## src/design/debug_regs_pkg.sv

```systemverilog
// Constants, field layout and types of the serial debug register block.
package debug_regs_pkg;

  // Clock period of the block clock in nanoseconds.
  localparam int unsigned CLK_PERIOD_NS = 25;

  // Register widths.
  localparam int unsigned STATUS_W = 8;
  localparam int unsigned MATCH_W  = 16;

  // Serial command codes handled by this block.
  localparam logic [7:0] CMD_READ_STATUS   = 8'hE4;
  localparam logic [7:0] CMD_WRITE_CONTROL = 8'hC4;
  localparam logic [7:0] CMD_READ_MATCH    = 8'hE2;
  localparam logic [7:0] CMD_WRITE_MATCH   = 8'hC2;
  localparam logic [7:0] CMD_HALT          = 8'h90;

  // Bit positions inside the status and control byte.
  localparam int unsigned BIT_PERMIT      = 7;
  localparam int unsigned BIT_HALT_ACTIVE = 6;
  localparam int unsigned BIT_BKPT_EN     = 5;
  localparam int unsigned BIT_FTS         = 4;
  localparam int unsigned BIT_CLK_SEL     = 3;
  localparam int unsigned BIT_WS          = 2;
  localparam int unsigned BIT_WSF         = 1;
  localparam int unsigned BIT_DVF         = 0;

  // Reset values.
  localparam logic          PERMIT_RESET  = 1'b0;
  localparam logic          BKPT_EN_RESET = 1'b0;
  localparam logic          FTS_RESET     = 1'b0;
  localparam logic          CLK_SEL_RESET = 1'b0;
  localparam logic [15:0]   MATCH_RESET   = 16'h0000;
  localparam logic          DVF_VALUE     = 1'b0;

  // Halt request sequencer, Gray coded along idle, armed, request.
  typedef enum logic [1:0] {
    SEQ_IDLE  = 2'b00,
    SEQ_ARMED = 2'b01,
    SEQ_REQ   = 2'b11
  } halt_seq_t;

endpackage : debug_regs_pkg

```

## src/design/debug_bkpt_compare.sv

```systemverilog
// Registered comparator of the CPU address bus against the match address.
`timescale 1ns/100ps
module debug_bkpt_compare (
  // Clock and reset.
  input  wire logic        clk_i,
  input  wire logic        reset_n_i,
  // Compare inputs.
  input  wire logic        enable_i,
  input  wire logic [15:0] match_addr_i,
  input  wire logic [15:0] cpu_addr_i,
  input  wire logic        cpu_access_i,
  input  wire logic        cpu_fetch_i,
  // One-cycle hit pulses.
  output logic             hit_o,
  output logic             fetch_hit_o
);

  typedef struct packed {
    logic hit;
    logic fetch_hit;
  } cmp_state_t;

  cmp_state_t s_r;
  cmp_state_t s_nxt;
  logic       same;

  // A disabled comparator never hits, whatever the match address holds.
  always_comb begin
    same            = enable_i && (cpu_addr_i == match_addr_i);
    s_nxt.hit       = same && cpu_access_i;
    s_nxt.fetch_hit = same && cpu_fetch_i;
  end

  // State register.
  always_ff @(posedge clk_i) begin
    if (!reset_n_i) begin
      s_r <= '0;
    end else begin
      s_r <= s_nxt;
    end
  end

  assign hit_o       = s_r.hit;
  assign fetch_hit_o = s_r.fetch_hit;

endmodule : debug_bkpt_compare

```

## src/design/debug_cmd_decode.sv

```systemverilog
// Decoder from a serial command code to one strobe per register action.
`timescale 1ns/100ps
module debug_cmd_decode (
  // Command in.
  input  wire logic       valid_i,
  input  wire logic [7:0] code_i,
  // Decoded strobes.
  output logic            rd_status_o,
  output logic            wr_control_o,
  output logic            rd_match_o,
  output logic            wr_match_o,
  output logic            halt_o
);

  // Unknown codes raise no strobe; other blocks own the rest of the set.
  always_comb begin
    rd_status_o  = valid_i && (code_i == debug_regs_pkg::CMD_READ_STATUS);
    wr_control_o = valid_i && (code_i == debug_regs_pkg::CMD_WRITE_CONTROL);
    rd_match_o   = valid_i && (code_i == debug_regs_pkg::CMD_READ_MATCH);
    wr_match_o   = valid_i && (code_i == debug_regs_pkg::CMD_WRITE_MATCH);
    halt_o       = valid_i && (code_i == debug_regs_pkg::CMD_HALT);
  end

endmodule : debug_cmd_decode

```

## src/design/debug_status_breakpoint_regs.sv

```systemverilog
// Status/control and breakpoint match registers of the serial debug unit.
`timescale 1ns/100ps
module debug_status_breakpoint_regs (
  // Clock and synchronous reset.
  input  wire logic        clk_i,
  input  wire logic        reset_n_i,

  // Register commands from the serial link decoder.
  input  wire logic        cmd_valid_i,
  input  wire logic [7:0]  cmd_code_i,
  input  wire logic [15:0] cmd_wdata_i,

  // Register read answers back to the serial link.
  output logic             rsp_valid_o,
  output logic [15:0]      rsp_data_o,

  // CPU address bus observation.
  input  wire logic [15:0] cpu_addr_i,
  input  wire logic        cpu_access_i,
  input  wire logic        cpu_fetch_i,
  input  wire logic        cpu_boundary_i,
  input  wire logic        cpu_tag_exec_i,

  // CPU mode reporting.
  input  wire logic        cpu_in_halt_i,
  input  wire logic        cpu_wait_stop_i,
  input  wire logic        mem_cmd_start_i,
  input  wire logic        mem_ws_fail_i,

  // Halt and tag requests to the CPU.
  output logic             halt_req_o,
  output logic             tag_o,

  // Communication clock selection.
  input  wire logic        alt_tick_i,
  output logic             comm_clock_select_o,
  output logic             comm_tick_o,

  // Control bits seen by the rest of the debug logic.
  output logic             halt_mode_permit_o,
  output logic             breakpoint_enable_o
);

  // Command timing. A register command is one cycle of cmd_valid_i with
  // its code and data, taken on that rising edge. Its effect is seen by
  // a command issued in the very next cycle, so the host may send
  // commands back to back. Reads answer with a one-cycle pulse on
  // rsp_valid_o one edge after the command. Writes and the halt command
  // give no answer, so a refused write is silent and the host must read
  // the status byte back to learn what was kept.

  // Breakpoint timing. The comparator registers its hit, so a forced
  // breakpoint asks for halt two edges after the matching access at the
  // earliest, and a tag pulse leaves two edges after the fetch. That is
  // one cycle more than a purely combinational compare; the trade buys
  // a short path from the CPU address bus.

  // Every input is already on the block clock, so nothing is
  // synchronised; the alternate tick arrives as a one-cycle enable.

  // Complete state of the block.
  typedef struct packed {
    logic                      halt_mode_permit;
    logic                      breakpoint_enable_bit;
    logic                      force_or_tag_select;
    logic                      comm_clock_select;
    logic                      halt_active_flag;
    logic                      woken_from_wait;
    logic                      wait_stop_flag;
    logic                      wait_stop_failure_flag;
    logic [15:0]               breakpoint_match_address;
    debug_regs_pkg::halt_seq_t seq;
    logic                      halt_req;
    logic                      tag;
    logic                      rsp_valid;
    logic [15:0]               rsp_data;
    logic                      comm_tick;
  } state_t;

  state_t s_r;
  state_t s_nxt;

  // Decoded command strobes.
  logic rd_status;
  logic wr_control;
  logic rd_match;
  logic wr_match;
  logic halt_cmd;

  // Comparator hit pulses.
  logic addr_hit;
  logic fetch_hit;

  // Status byte as the host sees it.
  logic [7:0] status_byte;

  // Conditions used by the sequencer, the tag pulse and the wake-up flag.
  logic force_hit;
  logic tag_hit;
  logic halt_accept;
  logic leaving_halt;

  // Codes outside this block's share of the command set raise no strobe,
  // so the other command handlers can share the same code bus.
  // The registers have no memory address: only these strobes reach them.
  debug_cmd_decode u_decode (
    .valid_i      (cmd_valid_i),
    .code_i       (cmd_code_i),
    .rd_status_o  (rd_status),
    .wr_control_o (wr_control),
    .rd_match_o   (rd_match),
    .wr_match_o   (wr_match),
    .halt_o       (halt_cmd)
  );

  // The enable comes from the register, not from the write data, so a
  // breakpoint written in one command is armed from the next cycle on.
  // Address comparator, gated by the breakpoint enable bit.
  debug_bkpt_compare u_compare (
    .clk_i        (clk_i),
    .reset_n_i    (reset_n_i),
    .enable_i     (s_r.breakpoint_enable_bit),
    .match_addr_i (s_r.breakpoint_match_address),
    .cpu_addr_i   (cpu_addr_i),
    .cpu_access_i (cpu_access_i),
    .cpu_fetch_i  (cpu_fetch_i),
    .hit_o        (addr_hit),
    .fetch_hit_o  (fetch_hit)
  );

  // The byte is rebuilt every cycle from the live flags, so a read
  // reports the state of the cycle in which the command is taken. Bit
  // positions come from the package so that the write path and the
  // read path cannot disagree on the layout.
  // Status byte assembly; the unused data-valid bit is a constant zero.
  always_comb begin
    status_byte = 8'h00;
    status_byte[debug_regs_pkg::BIT_PERMIT]      = s_r.halt_mode_permit;
    status_byte[debug_regs_pkg::BIT_HALT_ACTIVE] = s_r.halt_active_flag;
    status_byte[debug_regs_pkg::BIT_BKPT_EN]     = s_r.breakpoint_enable_bit;
    status_byte[debug_regs_pkg::BIT_FTS]         = s_r.force_or_tag_select;
    status_byte[debug_regs_pkg::BIT_CLK_SEL]     = s_r.comm_clock_select;
    status_byte[debug_regs_pkg::BIT_WS]          = s_r.wait_stop_flag;
    status_byte[debug_regs_pkg::BIT_WSF]     = s_r.wait_stop_failure_flag;
    status_byte[debug_regs_pkg::BIT_DVF]     = debug_regs_pkg::DVF_VALUE;
  end

  // Breakpoint qualifiers. The comparator already drops hits while the
  // enable is low, but the enable bit is also masked here so that a stale
  // tag or force decision cannot leak out after software disables it.
  always_comb begin
    force_hit = addr_hit && s_r.breakpoint_enable_bit &&
                s_r.force_or_tag_select;
    tag_hit   = fetch_hit && s_r.breakpoint_enable_bit &&
                !s_r.force_or_tag_select;
    // The halt command is taken even while the CPU sleeps, because it is
    // the only way out of wait or stop for the host.
    halt_accept  = halt_cmd && s_r.halt_mode_permit &&
                   !s_r.halt_active_flag;
    leaving_halt = s_r.halt_active_flag && !cpu_in_halt_i;
  end

  // Everything below starts from the held state, so a field that no
  // branch touches keeps its value. The status flags change only
  // through their sources and are never taken from write data,
  // which is what keeps them read-only to the host.
  // Next-state logic of the whole block.
  always_comb begin
    s_nxt = s_r;

    // Halt-active is the CPU's own report, one register stage later.
    s_nxt.halt_active_flag = cpu_in_halt_i;

    // The permit bit is locked while halted so that the host cannot
    // forbid a mode that is already active; the other bits of the same
    // byte are still written.
    // Control writes. Only the four control bits are taken from the data
    // byte; the status positions keep their hardware values.
    if (wr_control) begin
      if (!s_r.halt_active_flag) begin
        s_nxt.halt_mode_permit =
          cmd_wdata_i[debug_regs_pkg::BIT_PERMIT];
      end
      s_nxt.breakpoint_enable_bit =
        cmd_wdata_i[debug_regs_pkg::BIT_BKPT_EN];
      s_nxt.force_or_tag_select =
        cmd_wdata_i[debug_regs_pkg::BIT_FTS];
      s_nxt.comm_clock_select =
        cmd_wdata_i[debug_regs_pkg::BIT_CLK_SEL];
    end

    // The match register may be rewritten at any time, even while a
    // breakpoint is armed; the new address applies from the next cycle.
    // Hosts should change it while the target is halted, so that no hit
    // is taken on a half-changed setup.
    // Match register write takes the full 16-bit value.
    if (wr_match) begin
      s_nxt.breakpoint_match_address = cmd_wdata_i;
    end

    // Register commands keep working while the CPU sleeps; only memory
    // commands can fail then, and they fail in another block. The halt
    // command is the host's way out of a sleep.
    // Remember that a halt command pulled the CPU out of wait or stop, so
    // the host can tell a woken target from one halted while running.
    if (halt_accept && cpu_wait_stop_i) begin
      s_nxt.woken_from_wait = 1'b1;
    end else if (leaving_halt) begin
      s_nxt.woken_from_wait = 1'b0;
    end

    // Wait/stop flag: live sleep state or the remembered wake-up.
    s_nxt.wait_stop_flag = cpu_wait_stop_i ||
                           s_nxt.woken_from_wait;

    // The failure flag records a memory command that lost against a wait
    // or stop instruction. Only the start of another memory command
    // clears it, so a status read still sees it however long the host
    // takes to look.
    // Failure flag: set wins over the clear that a new access brings.
    if (mem_ws_fail_i) begin
      s_nxt.wait_stop_failure_flag = 1'b1;
    end else if (mem_cmd_start_i) begin
      s_nxt.wait_stop_failure_flag = 1'b0;
    end

    // The answer data drop back to zero when no read is pending, so a
    // stale byte can never be taken for a new answer.
    // Read answers appear one cycle after the command strobe.
    s_nxt.rsp_valid = rd_status || rd_match;
    if (rd_status) begin
      s_nxt.rsp_data = {8'h00, status_byte};
    end else if (rd_match) begin
      s_nxt.rsp_data = s_r.breakpoint_match_address;
    end else begin
      s_nxt.rsp_data = 16'h0000;
    end

    // The CPU carries the tag along its instruction queue and reports on
    // cpu_tag_exec_i only if the opcode is executed, so a tagged opcode
    // that is flushed never halts.
    // Tag pulse for a fetched opcode at the match address.
    s_nxt.tag = tag_hit;

    // The select bit may change at any time. The switch takes effect on
    // the next edge and can shorten one tick period; the host is
    // expected to resynchronise after changing the source.
    // Serial clock enable: every bus cycle, or the alternate source tick.
    s_nxt.comm_tick = s_r.comm_clock_select ? 1'b1 : alt_tick_i;

    // Forced breakpoint walk: the access is seen at edge c0 and the hit
    // registered at c1; a boundary at c1 raises the request at c2,
    // otherwise the sequencer waits armed and asks on the edge after
    // the boundary. The request stays high until the CPU reports halt,
    // as the CPU may need several cycles to finish its instruction. A
    // halt command or a tagged opcode at the end of the queue skips the
    // armed step and asks at once.
    // Limitation: a second hit while a request is pending is not queued;
    // it is lost, which is harmless as the CPU is about to halt anyway.
    // Halt request sequencer. With the permit low nothing may ask for
    // halt, so every path falls back to idle.
    s_nxt.halt_req = 1'b0;
    case (s_r.seq)
      debug_regs_pkg::SEQ_IDLE: begin
        if (!s_r.halt_mode_permit || s_r.halt_active_flag) begin
          s_nxt.seq = debug_regs_pkg::SEQ_IDLE;
        end else if (halt_accept || cpu_tag_exec_i) begin
          s_nxt.seq      = debug_regs_pkg::SEQ_REQ;
          s_nxt.halt_req = 1'b1;
        end else if (force_hit && cpu_boundary_i) begin
          s_nxt.seq      = debug_regs_pkg::SEQ_REQ;
          s_nxt.halt_req = 1'b1;
        end else if (force_hit) begin
          s_nxt.seq = debug_regs_pkg::SEQ_ARMED;
        end else begin
          s_nxt.seq = debug_regs_pkg::SEQ_IDLE;
        end
      end
      debug_regs_pkg::SEQ_ARMED: begin
        // A forced hit waits for the instruction in flight to finish;
        // disabling the breakpoint meanwhile cancels it.
        if (!s_r.halt_mode_permit || !s_r.breakpoint_enable_bit) begin
          s_nxt.seq = debug_regs_pkg::SEQ_IDLE;
        end else if (cpu_boundary_i || halt_accept || cpu_tag_exec_i) begin
          s_nxt.seq      = debug_regs_pkg::SEQ_REQ;
          s_nxt.halt_req = 1'b1;
        end else begin
          s_nxt.seq = debug_regs_pkg::SEQ_ARMED;
        end
      end
      debug_regs_pkg::SEQ_REQ: begin
        // Hold the request until the CPU reports halt.
        if (cpu_in_halt_i || !s_r.halt_mode_permit) begin
          s_nxt.seq = debug_regs_pkg::SEQ_IDLE;
        end else begin
          s_nxt.seq      = debug_regs_pkg::SEQ_REQ;
          s_nxt.halt_req = 1'b1;
        end
      end
      default: begin
        s_nxt.seq = debug_regs_pkg::SEQ_IDLE;
      end
    endcase
  end

  // Reset is synchronous and loads constants only. The halt-active flag
  // restarts at zero and follows the CPU one edge later, so a target
  // that stays halted through reset shows the flag again a cycle on.
  // Outputs read zero during reset and until the first edge after it.
  // State register; normal reset clears every control bit.
  always_ff @(posedge clk_i) begin
    if (!reset_n_i) begin
      s_r.halt_mode_permit         <= debug_regs_pkg::PERMIT_RESET;
      s_r.breakpoint_enable_bit    <= debug_regs_pkg::BKPT_EN_RESET;
      s_r.force_or_tag_select      <= debug_regs_pkg::FTS_RESET;
      s_r.comm_clock_select        <= debug_regs_pkg::CLK_SEL_RESET;
      s_r.halt_active_flag         <= 1'b0;
      s_r.woken_from_wait          <= 1'b0;
      s_r.wait_stop_flag           <= 1'b0;
      s_r.wait_stop_failure_flag   <= 1'b0;
      s_r.breakpoint_match_address <= debug_regs_pkg::MATCH_RESET;
      s_r.seq                      <= debug_regs_pkg::SEQ_IDLE;
      s_r.halt_req                 <= 1'b0;
      s_r.tag                      <= 1'b0;
      s_r.rsp_valid                <= 1'b0;
      s_r.rsp_data                 <= 16'h0000;
      s_r.comm_tick                <= 1'b0;
    end else begin
      s_r <= s_nxt;
    end
  end

  // Every output is a bare register bit: no logic stands between the
  // state register and a pin, so the far side sees clean levels and
  // the delay from clock to output is that of one flip-flop.
  // Outputs straight from the state register.
  assign rsp_valid_o         = s_r.rsp_valid;
  assign rsp_data_o          = s_r.rsp_data;
  assign halt_req_o          = s_r.halt_req;
  assign tag_o               = s_r.tag;
  assign comm_clock_select_o = s_r.comm_clock_select;
  assign comm_tick_o         = s_r.comm_tick;
  assign halt_mode_permit_o  = s_r.halt_mode_permit;
  assign breakpoint_enable_o = s_r.breakpoint_enable_bit;

endmodule : debug_status_breakpoint_regs

```

## config.mk

```make
export PLATFORM = sky130hd
export DESIGN_NAME = debug_status_breakpoint_regs
export DESIGN_NICKNAME = d
export VERILOG_FILES = /design/src/design/debug_regs_pkg.sv /design/src/design/debug_bkpt_compare.sv /design/src/design/debug_cmd_decode.sv /design/src/design/debug_status_breakpoint_regs.sv
export SDC_FILE = /design/constraint.sdc
export NUM_CORES = 1
export LEC_CHECK = 0
export ABC_AREA = 1
export BUFFER_PORTS_ARGS = -buffer_cell sky130_fd_sc_hd__buf_2
export CORE_ASPECT_RATIO = 1.75
export CORE_MARGIN = 5
export CORE_UTILIZATION = 42
export DETAILED_ROUTE_END_ITERATION = 7
export GPL_TIMING_DRIVEN = 0
export PLACE_DENSITY = 0.69
export SETUP_SLACK_MARGIN = 0.2
export SLEW_MARGIN = 20
export SYNTH_ARGS = -nofsm -noshare
export SYNTH_HDL_FRONTEND = slang
export SYNTH_SLANG_ARGS = --single-unit
export TNS_END_PERCENT = 30
```

## constraint.sdc

```tcl
create_clock -name clk_i -period 1.2 [get_ports clk_i]
set_input_delay 0.12 -clock clk_i [delete_from_list [all_inputs] [get_ports clk_i]]
set_output_delay 0.12 -clock clk_i [all_outputs]
set_load 0.05 [all_outputs]
```

# == Word level (Yosys, flattened, before mapping) ==
# Cells that the tools add are included.
# word_totals
out_inout_bits,23
regBits,48
# classes
mux,21
reduce_logical,34
bitwise,3
n_eq_ne,8
# op_table
operator,n
$eq 8x8->1 const B,5
$logic_and 1x1->1,17
$eq 16x16->1,1
$mux 8,2
$mux 1,11
$mux 2,5
$logic_or 1x1->1,8
$pmux 2 s3,1
$logic_not 1->1,5
$mux 3,1
$not 1->1,3
$pmux 1 s3,1
$reduce_or 3->1,1
$eq 2x1->1 const B,1
$eq 2x2->1 const B,1
$logic_not 2->1,1
$reduce_and 2->1,1
$reduce_bool 2->1,1

# == Depth between registers and ports, before layout ==
# Gate-level depths: netlist of the first run.
# depth
ltp_word,9
depth_mapped,10
depth_no_buf,9

# == Cells and area by module ==
# A second synthesis of the first run with hierarchy kept.
# unflattened
cells_unflattened,302
area_unflattened_um2,2088.3
# by_module_without_submodules
mod,seq_area_each_um2,cells_per_inst,area_each_um2,n_inst
debug_status_breakpoint_regs,900.9,198,1629.1,1
debug_bkpt_compare,40.0,84,369.1,1
debug_cmd_decode,0.0,20,90.1,1

# == Worst setup path after synthesis of the first run ==
# No wires, ideal clock.
# synth_path
path_type,register to register
start,register s_r (netlist bit halt_mode_permit_o)
end,register s_r[21] (netlist bit)
path_buffers,0
arrival_ps,1338
stages_incl_launch_ff,6
path_slack_ps,-202
path_cell_list,dfxtp_1 nand2_1 or2_2 a21oi_1 nand2_1 nor2_1
# synth_between
elab_chain_len,7
elab_cells_between_ends,15
classes_between,6 x mux; 9 x reduce/logical
# synth_rtl
element,line,rtl
"start, declared",debug_status_breakpoint_regs.sv:80,state_t s_r;
"start signal, assigned",debug_status_breakpoint_regs.sv:329,s_r <= s_nxt;
$logic_and 1x1->1 (2 in series),debug_status_breakpoint_regs.sv:158,halt_accept = halt_cmd && s_r.halt_mode_permit &&
$logic_or 1x1->1 (2 in series),debug_status_breakpoint_regs.sv:284,end else if (cpu_boundary_i || halt_accept || cpu_tag_exec_i) begin
$mux 2,debug_status_breakpoint_regs.sv:284,
$mux 2,debug_status_breakpoint_regs.sv:282,if (!s_r.halt_mode_permit || !s_r.breakpoint_enable_bit) begin
$pmux 2 s3 (*),debug_status_breakpoint_regs.sv:263,case (s_r.seq)
# Mark *: on every way between the ends. The rest lies on a longest branch, timed or not.
# A chain may end at the register's enable or synchronous reset.

# == Worst setup path in the final report of the first run ==
# layout_path
start,register s_r (netlist bit breakpoint_enable_o)
end,register s_r[21] (netlist bit)
# layout_between
elab_chain_len,7
elab_cells_between_ends,10
classes_between,5 x mux; 5 x reduce/logical
# layout_rtl
element,line,rtl
$logic_and 1x1->1 (2 in series),debug_status_breakpoint_regs.sv:152,force_hit = addr_hit && s_r.breakpoint_enable_bit &&
$logic_and 1x1->1,debug_status_breakpoint_regs.sv:270,end else if (force_hit && cpu_boundary_i) begin
$mux 2,debug_status_breakpoint_regs.sv:270,
$mux 3,debug_status_breakpoint_regs.sv:267,end else if (halt_accept || cpu_tag_exec_i) begin
$mux 2,debug_status_breakpoint_regs.sv:265,if (!s_r.halt_mode_permit || s_r.halt_active_flag) begin
$pmux 2 s3 (*),debug_status_breakpoint_regs.sv:263,
# Marked as above.

==> results.cfg, run 1 <==
[detailed_routing]
drt_iter0_markers = 27
drt-pass1-iter-count = 4
vias = 2077
viasPerCell = 4.60
drc_errors = 0
wirelength_mm = 5.30
postRouteAntennaNets = 0
wire_per_inst_um = 11.7

[final_layout]
final-seq-area_um2 = 967
final_cell_mix = nor2_1 (68), buf_2 (66), nand2_1 (53)
fin_nets = 449
final_util_pct = 58.1
antenna_cells = 0
drive_above_1_share_pct = 37.4
multi_input_area_um2 = 887
area_delta_synth_final_pct = 34.5
fillers = 517
layout.cells.most_common = nor2_1
design_area_mm2 = 0.00287

[clock_tree]
cts_buffers = 5
clk_latency_ns = 0.30
clk_path_buf_depth = 2
cts_sinks = 47
cts_tree = built
clk_pin_slew_worst_paths_ns = 0.09
htreeDepth = 2
cts-root-buf = clkbuf_8

[floorplanning]
fp.dieH_um = 104
die_area_mm2 = 0.00666
die_x_um = 63.9
ios = 75
initial_core_util_pct = 43.2
core-area_mm2 = 0.00493
core.rowCount = 34

[timing]
fmax_ghz = 0.908
min_period_over_period_pct = 91.8
finalCriticalPeriod_ns = 1.10
fin_setup_tns_ns = 0
tightest_slew_ns = 0.412
slew_viol_final = 0
final-hold-violation-count = 0
setup-violations-final = 0
relSlewSlack_pct = 72.5
rsz0062_at_grt = yes
skew_ns = 0.00930

[power_and_ir_drop]
total_power_w = 0.00285
p_per_area_mw_per_mm2 = 992
ir_worst_vdd_uv = 786
p_leak_nw = 1.44

[grt]
grt_max_degree = 15
grt_usage_pct = 16.0
grt_pass1_wl_mm = 8.60
grt_pass1_vias = 2028
grt.overflow.total = 0
antenna_found_initial = 0

[setup_path]
worstPathMaxFanout = 3
rrSetupSlack_ns = 0.1
r2r_start = breakpoint_enable_o
max_stage_delay_ns = 0.37
arrival_ns = 1.30
startpoint_type = register
slowest_stage = dfxtp_4
crit_type = reg -> reg
r2r_end = s_r[21]
rr_worst_depth = 7
crit_required_ns = 1.40
cp_common_cell = nand2_2
path_cells = buf_4, nand2_2, nand2_2, a21oi_2, nand3_1, nand2_1, nor2_1
endpoint_kind = register

[logic_synthesis]
synth_top_area_cell = dfxtp_1
synth_area_mm2 = 0.00213
ys_ff_latch = 47
seq_area_frac_synth_pct = 44.1
synth.distinct_cells = 29
synth.area.top_cells = dfxtp_1 (44%), nor2_1 (12%), nand2_1 (11%), inv_1 (8.6%), o21ai_0 (5.9%)
syn_nets = 363
synthCells = 311
synth_ff_type = dfxtp_1
synth_edf_count = 0
syn_avg_cell_area_um2 = 6.86
synth_top_area_share_pct = 44.1
yosys_warnings = 0
async_reset_ff_share_pct = 0

[hold_path]
hold_depth = 3
hp-class = in -> reg
hold_end = s_r[41]
min_from = cpu_in_halt_i

[placement]
place_hpwl_mm = 4.21
routabilityCongestion = 0.835
placed_area_mm2 = 0.00260
io_buffer_count = 74

[run]
maxCapViolCount = 0

[run_status]
status = finished clean
[what timing repair did]
action | 4_1_cts | 5_1_grt
buffers inserted | 2 | 3
hold buffers | 0 | 0
pin swaps | 9 | 15
resized for setup | 22 | 34
cloned | 0 | 0
setup endpoints to repair | 25 | 28
[metal layers]
metal  share of wire [%]  GRT usage (%)
met5                   0              0
met1                  36           16.4
met2                  55           30.1
met4                 2.9           6.98
met3                 5.6           2.59
[Yosys cell counts, types with 2 or more instances]
master	number
dfxtp_1	47
nor2_1	70
nor2_2	3
buf_4	16
buf_6	2
xnor2_1	2
nand2_1	60
nand3_1	10
a21oi_1	4
o21ai_0	25
clkbuf_1	3
o21ai_1	4
inv_1	49
[sequential cells by signal, indices dropped and copies added (netlist names)]
register               flops
rsp_valid_o                1
u_compare.hit_o            1
s_r                       23
halt_mode_permit_o         1
rsp_data_o                16
comm_tick_o                1
tag_o                      1
breakpoint_enable_o        1
u_compare.fetch_hit_o      1
comm_clock_select_o        1
[critical path, delay by kind of cell, from the launching register on]
kind	cells	cell delay, ns
buffers and inverters	1	0.14
DFF	1	0.37
and+or+nand+nor	5	0.35
AOI/OAI and AO/OA	1	0.14
[stage by stage]
stage          cells  hold WS, ns  setup slack (ns)
2_1_floorplan    311        0.218             0.167
3_3_place_gp     439        0.314            0.0381
3_5_place_dp     439        0.320            0.0102
4_1_cts          449       0.0113            0.0859
5_1_grt          452       0.0142            0.0444
6_report         452       0.0162            0.0982
[area by class of cell]
type	count	share of cell area, %
clock inverter	1	0.262
buffer	22	6.06
sequential	47	33.7
clock buffer	7	3.36
timing repair buffer	79	16.6
inverter	51	6.76
multi-input combinational	191	30.9
tap	54	2.35
[cells by family (layout without fill, tap and decap cells)]
family,after synthesis,in the layout,synth area share (%)
AOI/OAI and AO/OA,36,36,8.74
xor gates and xnor gates,3,3,1.23
buffers and inverters,73,160,16.5
DFF,47,47,44.1
and+or+nand+nor,152,152,29.4
[power by group]
part | internal, W | switching (W) | leakage [nW] | total (W)
combinational | 0.000102 | 0.000122 | 1.00 | 0.000224
sequential | 0.00156 | 0.00000506 | 0.388 | 0.00157
clock | 0.000525 | 0.000533 | 0.0505 | 0.00106
total | 0.00219 | 0.000660 | 1.44 | 0.00285
[worst max path at each step]
stage	from	end	slack, ns	cells past startpoint
after detailed placement	cmd_code_i[3]	s_r[34]	0.01	8
after global routing	breakpoint_enable_o	s_r[21]	0.04	7
final	breakpoint_enable_o	s_r[21]	0.1	7
after global placement	cmd_code_i[4]	rsp_data_o[12]	0.04	9
after floorplan	halt_mode_permit_o	s_r[21]	0.17	5
after CTS	s_r[32]	u_compare.hit_o	0.09	8
Power figures use the tool's default switching activity.
==> inputs of run 2 (changes only) <==
- ABC_AREA: 1 -> default
- PLACE_DENSITY: 0.69 -> 0.7
==> results.cfg, run 2 <==
[placement]
place_hpwl_mm = 3.65
routabilityCongestion = 0.745
placed_area_mm2 = 0.00248
io_buffer_count = 73

[floorplanning]
core.rowCount = 33
die_x_um = 62.5
fp.dieH_um = 102
die_area_mm2 = 0.00637
ios = 75
initial_core_util_pct = 43.1
core-area_mm2 = 0.00471

[setup_path]
worstPathMaxFanout = 2
startpoint_type = register
cp_top_family = simple AND/OR/NAND/NOR gates
crit_buf_inv = 0
arrival_ns = 1.53
slowest_stage = dfxtp_2
path_cells = xor2_1, nor4_2, nand4_1, nor3_2
crit_type = reg -> reg
endpoint_kind = register
max_stage_delay_ns = 0.33
crit_required_ns = 1.41

[timing]
tightest_slew_ns = 0.476
fin_setup_tns_ns = -0.209
setup-violations-final = 2
skew_ns = 0.00523
finalCriticalPeriod_ns = 1.32
rsz0062_at_grt = yes
fin_ws_ns = -0.117
final-hold-violation-count = 0
slew_viol_final = 0
fmax_ghz = 0.760
relSlewSlack_pct = 67.8
min_period_over_period_pct = 110

[detailed_routing]
vias = 1627
viasPerCell = 4.86
drt_iter0_markers = 15
drt-pass1-iter-count = 3
wire_per_inst_um = 14.7
drc_errors = 0
postRouteAntennaNets = 0
wirelength_mm = 4.91

[hold_path]
hp-class = in -> reg

[logic_synthesis]
async_reset_ff_share_pct = 0
synth-compound-area-share_pct = 6.72
synth_top_area_cell = dfxtp_1
synth_xor_area_share_pct = 6.91
seq_area_frac_synth_pct = 46.4
syn_avg_cell_area_um2 = 10.8
syn_nets = 239
synth.distinct_cells = 35
yosys.area_share.simple_pct = 21.4
synthMuxAreaShare_pct = 9.87
synthAdderAreaFrac_pct = 0
synth_ff_type = dfxtp_1
synth.area.top_cells = dfxtp_1 (46%), mux2i_1 (9.9%), nor2b_1 (6.8%), xor2_1 (6.5%), buf_4 (5.9%)
ys_ff_latch = 47
synth_top_family_by_area = simple AND/OR/NAND/NOR gates
synth_area_mm2 = 0.00203
synth_edf_count = 0
synth_top_area_share_pct = 46.4
yosys_warnings = 0
synthCells = 187
synthTopCellsByCount = dfxtp_1 (47), nor2b_1 (22), mux2i_1 (20)
synth_most_common_cell = dfxtp_1

[grt]
grt.overflow.total = 0
met2_usage_pct = 31.2
antenna_found_initial = 0
grt_usage_pct = 15.6
grt_use_met1_pct = 15.3
top_usage_layer = met2
met3_usage_pct = 2.97
grt_pass1_vias = 1709
grt_max_degree = 14
grt_pass1_wl_mm = 7.84

[final_layout]
fillers = 385
fin_nets = 334
antenna_cells = 0
multi_input_area_mm2 = 0.00101
regMostFlops = s_r
final-seq-area_um2 = 971
final_cell_mix = buf_2 (48), dfxtp_1 (29), nor2b_1 (22), buf_6 (22), mux2i_1 (19)
area_delta_synth_final_pct = 53.7
largest_register_ff_count = 23
design_area_mm2 = 0.00312
layout.cells.most_common = buf_2
drive_above_1_share_pct = 54.1

[power_and_ir_drop]
p_leak_nw = 1.35
ir_worst_vdd_uv = 778
p_per_area_mw_per_mm2 = 860

[clock_tree]
clk_latency_ns = 0.29
cts-root-buf = clkbuf_8
cts_tree = built
clk_path_buf_depth = 2
htreeDepth = 2
cts_buffers = 5
clk_pin_slew_worst_paths_ns = 0.08
cts_sinks = 47

[run_status]
status = finished with violations
violations = negative setup slack

[run]
maxCapViolCount = 0
==> run 2: changes by cell type after synthesis, sizes merged, moves of 3 or more <==
cell,before,now
nor4,0,4
o21ai,29,0
inv,51,4
o21a,0,3
nand2,62,3
and2,0,10
xor2,1,15
a22o,0,7
nand3,11,1
mux2i,0,20
nor3,1,8
nor2,74,2
nor2b,0,22
==> run 2: logic make-up (layout without fill, tap and decap cells) <==
group,Yosys count,after routing
xor+xnor,16,16
simple gates,60,60
flops,47,47
mux,20,20
compound gates,18,18
buf+inv,26,122
==> run 2: final cells by class <==
type                            instances  area share (%)
Buffer                                 22            7.07
Clock buffer                            7            2.45
Clock inverter                          1           0.161
Inverter                                4           0.482
Multi-Input combinational cell        114            32.5
Sequential cell                        47            31.2
Tap cell                               52            2.09
Timing Repair Buffer                   88            24.1
==> run 2: final timing paths <==
| path | slack, ns | end | depth (start not counted) | startpoint |
|---|---|---|---|---|
| max | -0.12 | u_compare.hit_o | 4 | s_r[25] |
| min | 0.04 | s_r[38] | 2 | mem_ws_fail_i |
| min reg2reg | 0.45 | rsp_data_o[2] | 1 | s_r[39] |
| max reg2reg | -0.12 | u_compare.hit_o | 4 | s_r[25] |
==> run 2: metrics by stage <==
stage                     total power [W]  hold WS [ns]  setup WS (ns)  cells  utilization, %
after floorplan                   0.00168         0.230        -0.0988    187               -
final                             0.00268        0.0357         -0.117    335            66.2
after global placement            0.00179         0.316         -0.555    312            52.6
after global routing              0.00279        0.0421         -0.187    335            66.2
after CTS                         0.00271        0.0258         -0.162    331            62.5
after detailed placement          0.00180         0.328         -0.570    312            52.6
==> run 2: worst register-to-register path, stage by stage, from the launching register on <==
cell and delay (ns):
dfxtp_2 0.33, xor2_1 0.16, nor4_2 0.31, nand4_1 0.23
nor3_2 0.21
==> run 2: report_power, final <==
part	switching, W	internal (W)	total (W)
sequential	0.00000718	0.00156	0.00157
clock	0.000482	0.000409	0.000892
combinational	0.000106	0.000116	0.000222
total	0.000596	0.00209	0.00268
==> run 2: repair_timing <==
action | 4_1_cts | 5_1_grt
gates cloned | 1 | 0
setup buffers | 10 | 4
pin swaps | 25 | 12
gates resized for setup | 73 | 46
hold buffers | 0 | 0
setup endpoints to repair | 62 | 60
==> run 2: layer usage <==
metal | wire length (um) | part of all wire (%)
met4 | 87 | 1.8
met5 | 0 | 0
met2 | 2940 | 60
met3 | 209 | 4.3
met1 | 1670 | 34
==> inputs of run 3 (changes only) <==
- CTS_CLUSTER_DIAMETER: default -> 80
- PLACE_DENSITY: 0.7 -> 0.69
- SYNTH_HIERARCHICAL: default -> 1
==> results.cfg, run 3 <==
[run_status]
status = finished with violations
violations = negative setup slack

[logic_synthesis]
synth_area_mm2 = 0.00207
seq_area_frac_synth_pct = 45.5
yosys_warnings = 6
synth.area.top_cells = dfxtp_1 (46%), mux2i_1 (9.7%), nor2b_1 (6.7%), buf_4 (6.5%), and2_1 (5.1%)
ys_ff_latch = 47
synth_top_area_cell = dfxtp_1
synth_ff_type = dfxtp_1
synthCells = 210
syn_nets = 262
synth_most_common_cell = dfxtp_1
synth.distinct_cells = 32
async_reset_ff_share_pct = 0
synthTopCellsByCount = dfxtp_1 (47), nor2b_1 (22), mux2i_1 (20)
syn_avg_cell_area_um2 = 9.84
synth_edf_count = 0
synth_top_area_share_pct = 45.5

[grt]
met2_usage_pct = 31.6
grt_use_met1_pct = 16.6
top_usage_layer = met2
grt.overflow.total = 0
grt_max_degree = 14
grt_pass1_vias = 1866
met3_usage_pct = 4.91
grt_pass1_wl_mm = 8.44
antenna_found_initial = 0
grt_usage_pct = 16.7

[timing]
rsz0062_at_grt = yes
holdWs_ns = 0.0202
relSlewSlack_pct = 69.8
setup-violations-final = 38
fin_setup_tns_ns = -3.37
fmax_ghz = 0.729
tightest_slew_ns = 0.453
final-hold-violation-count = 0
min_period_over_period_pct = 114
slew_viol_final = 0
fin_ws_ns = -0.171
skew_ns = 0.00316
finalCriticalPeriod_ns = 1.37

[final_layout]
fillers = 373
largest_register_ff_count = 23
layout.cells.non_filler = 361
final_util_pct = 67.1
final_cell_mix = buf_2 (50), dfxtp_1 (34), nor2b_1 (22), buf_4 (22)
drive_above_1_share_pct = 52.8
area_delta_synth_final_pct = 54.1
antenna_cells = 0
regMostFlops = s_r
fin_nets = 360
layout.cells.most_common = buf_2

[placement]
dpl.cell_count = 336
dp_slack_ns = -0.557
place_hpwl_mm = 3.81
routabilityCongestion = 0.753
io_buffer_count = 74

[power_and_ir_drop]
ir_worst_vdd_uv = 686
p_int_w = 0.00221
p_comb_share_pct = 7.7
power.share.clock_pct = 36.2
seq_power_share_pct = 56.0
netSwitchingPower_w = 0.000594
p_sw_share_pct = 21.2
p_leak_nw = 1.38
p_per_area_mw_per_mm2 = 881

[clock_tree]
cts_sinks = 47
clk_pin_slew_worst_paths_ns = 0.08
clk_path_buf_depth = 2
cts_tree = built
cts_buffers = 5
cts_hold_buf = 0
cts-root-buf = clkbuf_8
clk_latency_ns = 0.29
htreeDepth = 2

[detailed_routing]
wire_per_inst_um = 14.9
drt_iter0_markers = 34
vias = 1786
drc_errors = 0
wirelength_mm = 5.36
viasPerCell = 4.95
postRouteAntennaNets = 0
drt-pass1-iter-count = 4

[setup_path]
worstPathMaxFanout = 5
endpoint_kind = register
crit_type = in -> reg
arrival_ns = 1.57
startpoint_type = primary input
crit_required_ns = 1.39

[floorplanning]
die_area_mm2 = 0.00648
die_x_um = 63.0
ios = 75
initial_core_util_pct = 43.5
core-area_mm2 = 0.00475
core.rowCount = 33
fp.dieH_um = 103

[run]
maxCapViolCount = 0

[hold_path]
hp-class = in -> reg
==> run 3: cell count changes after synthesis, moves of 3 or more <==
cell,change
o21ai_1,+8
a22o_1,-7
inv_1,-3
nand2_1,+13
and2_1,+7
xnor2_1,+11
nor3_4,-3
xor2_1,-11
==> run 3: final cells by class <==
type,instances,area [um^2],share of cell area [%]
clock buffer,8,100,3.14
timing repair buffer,91,729,22.9
multi-input combinational,138,1110,34.7
sequential,47,957,30.1
inverter,1,3.75,0.118
tap,52,65.1,2.04
buffer,24,223,6.99
==> run 3: worst paths after layout <==
path                                     from         endpoint  slack [ns]  cells past startpoint
worst max-delay path            cmd_code_i[1]   rsp_data_o[14]       -0.17                      6
worst max register to register        s_r[25]  u_compare/hit_o       -0.05                      4
worst min register to register        s_r[31]    rsp_data_o[9]        0.51                      1
worst min-delay path               alt_tick_i      comm_tick_o        0.02                      2
==> run 3: layer usage <==
layer	share of wire, %	vias up
li1	-	887
met1	34	838
met2	57	52
met3	5.8	9
met4	2.4	0
met5	0	-
==> run 3: power by group through the flow <==
stage                     Clock [W]  Sequential [W]  Combinational, W
after floorplan                   0         0.00161         0.0000714
after global placement            0         0.00161          0.000192
after detailed placement          0         0.00161          0.000193
after CTS                   0.00104         0.00157          0.000214
after global routing        0.00111         0.00157          0.000240
final                       0.00102         0.00157          0.000217
==> run 3: kinds of logic (layout without fill, tap and decap cells) <==
logic type | after synthesis | in the layout | synth area share, %
AND/OR/NAND/NOR | 86 | 86 | 25.2
flip-flops | 47 | 47 | 45.5
buffers and inverters | 25 | 124 | 8.29
multiplexers | 20 | 20 | 9.69
AO/OA/AOI/OAI | 16 | 16 | 4.54
XOR/XNOR | 16 | 16 | 6.78
==> run 3: per-stage QoR <==
step	total power, W	area, um^2
floorplan	0.00169	2090
global placement	0.00180	2520
detailed placement	0.00180	2520
CTS	0.00283	3000
global route	0.00293	3180
finish	0.00281	3180
==> run 3: what timing repair did <==
item	4_1_cts	5_1_grt
endpoints found under the hold margin	0	0
cloned	1	1
setup buffers	14	1
setup endpoints to repair	62	64
gates resized for setup	79	43
pin swaps	19	13
==> run 3: critical path: stages <==
cell and delay (ns):
buf_6 0.09, or4b_4 0.56, nor3_4 0.24, and3b_2 0.28
buf_6 0.14, and2_4 0.13
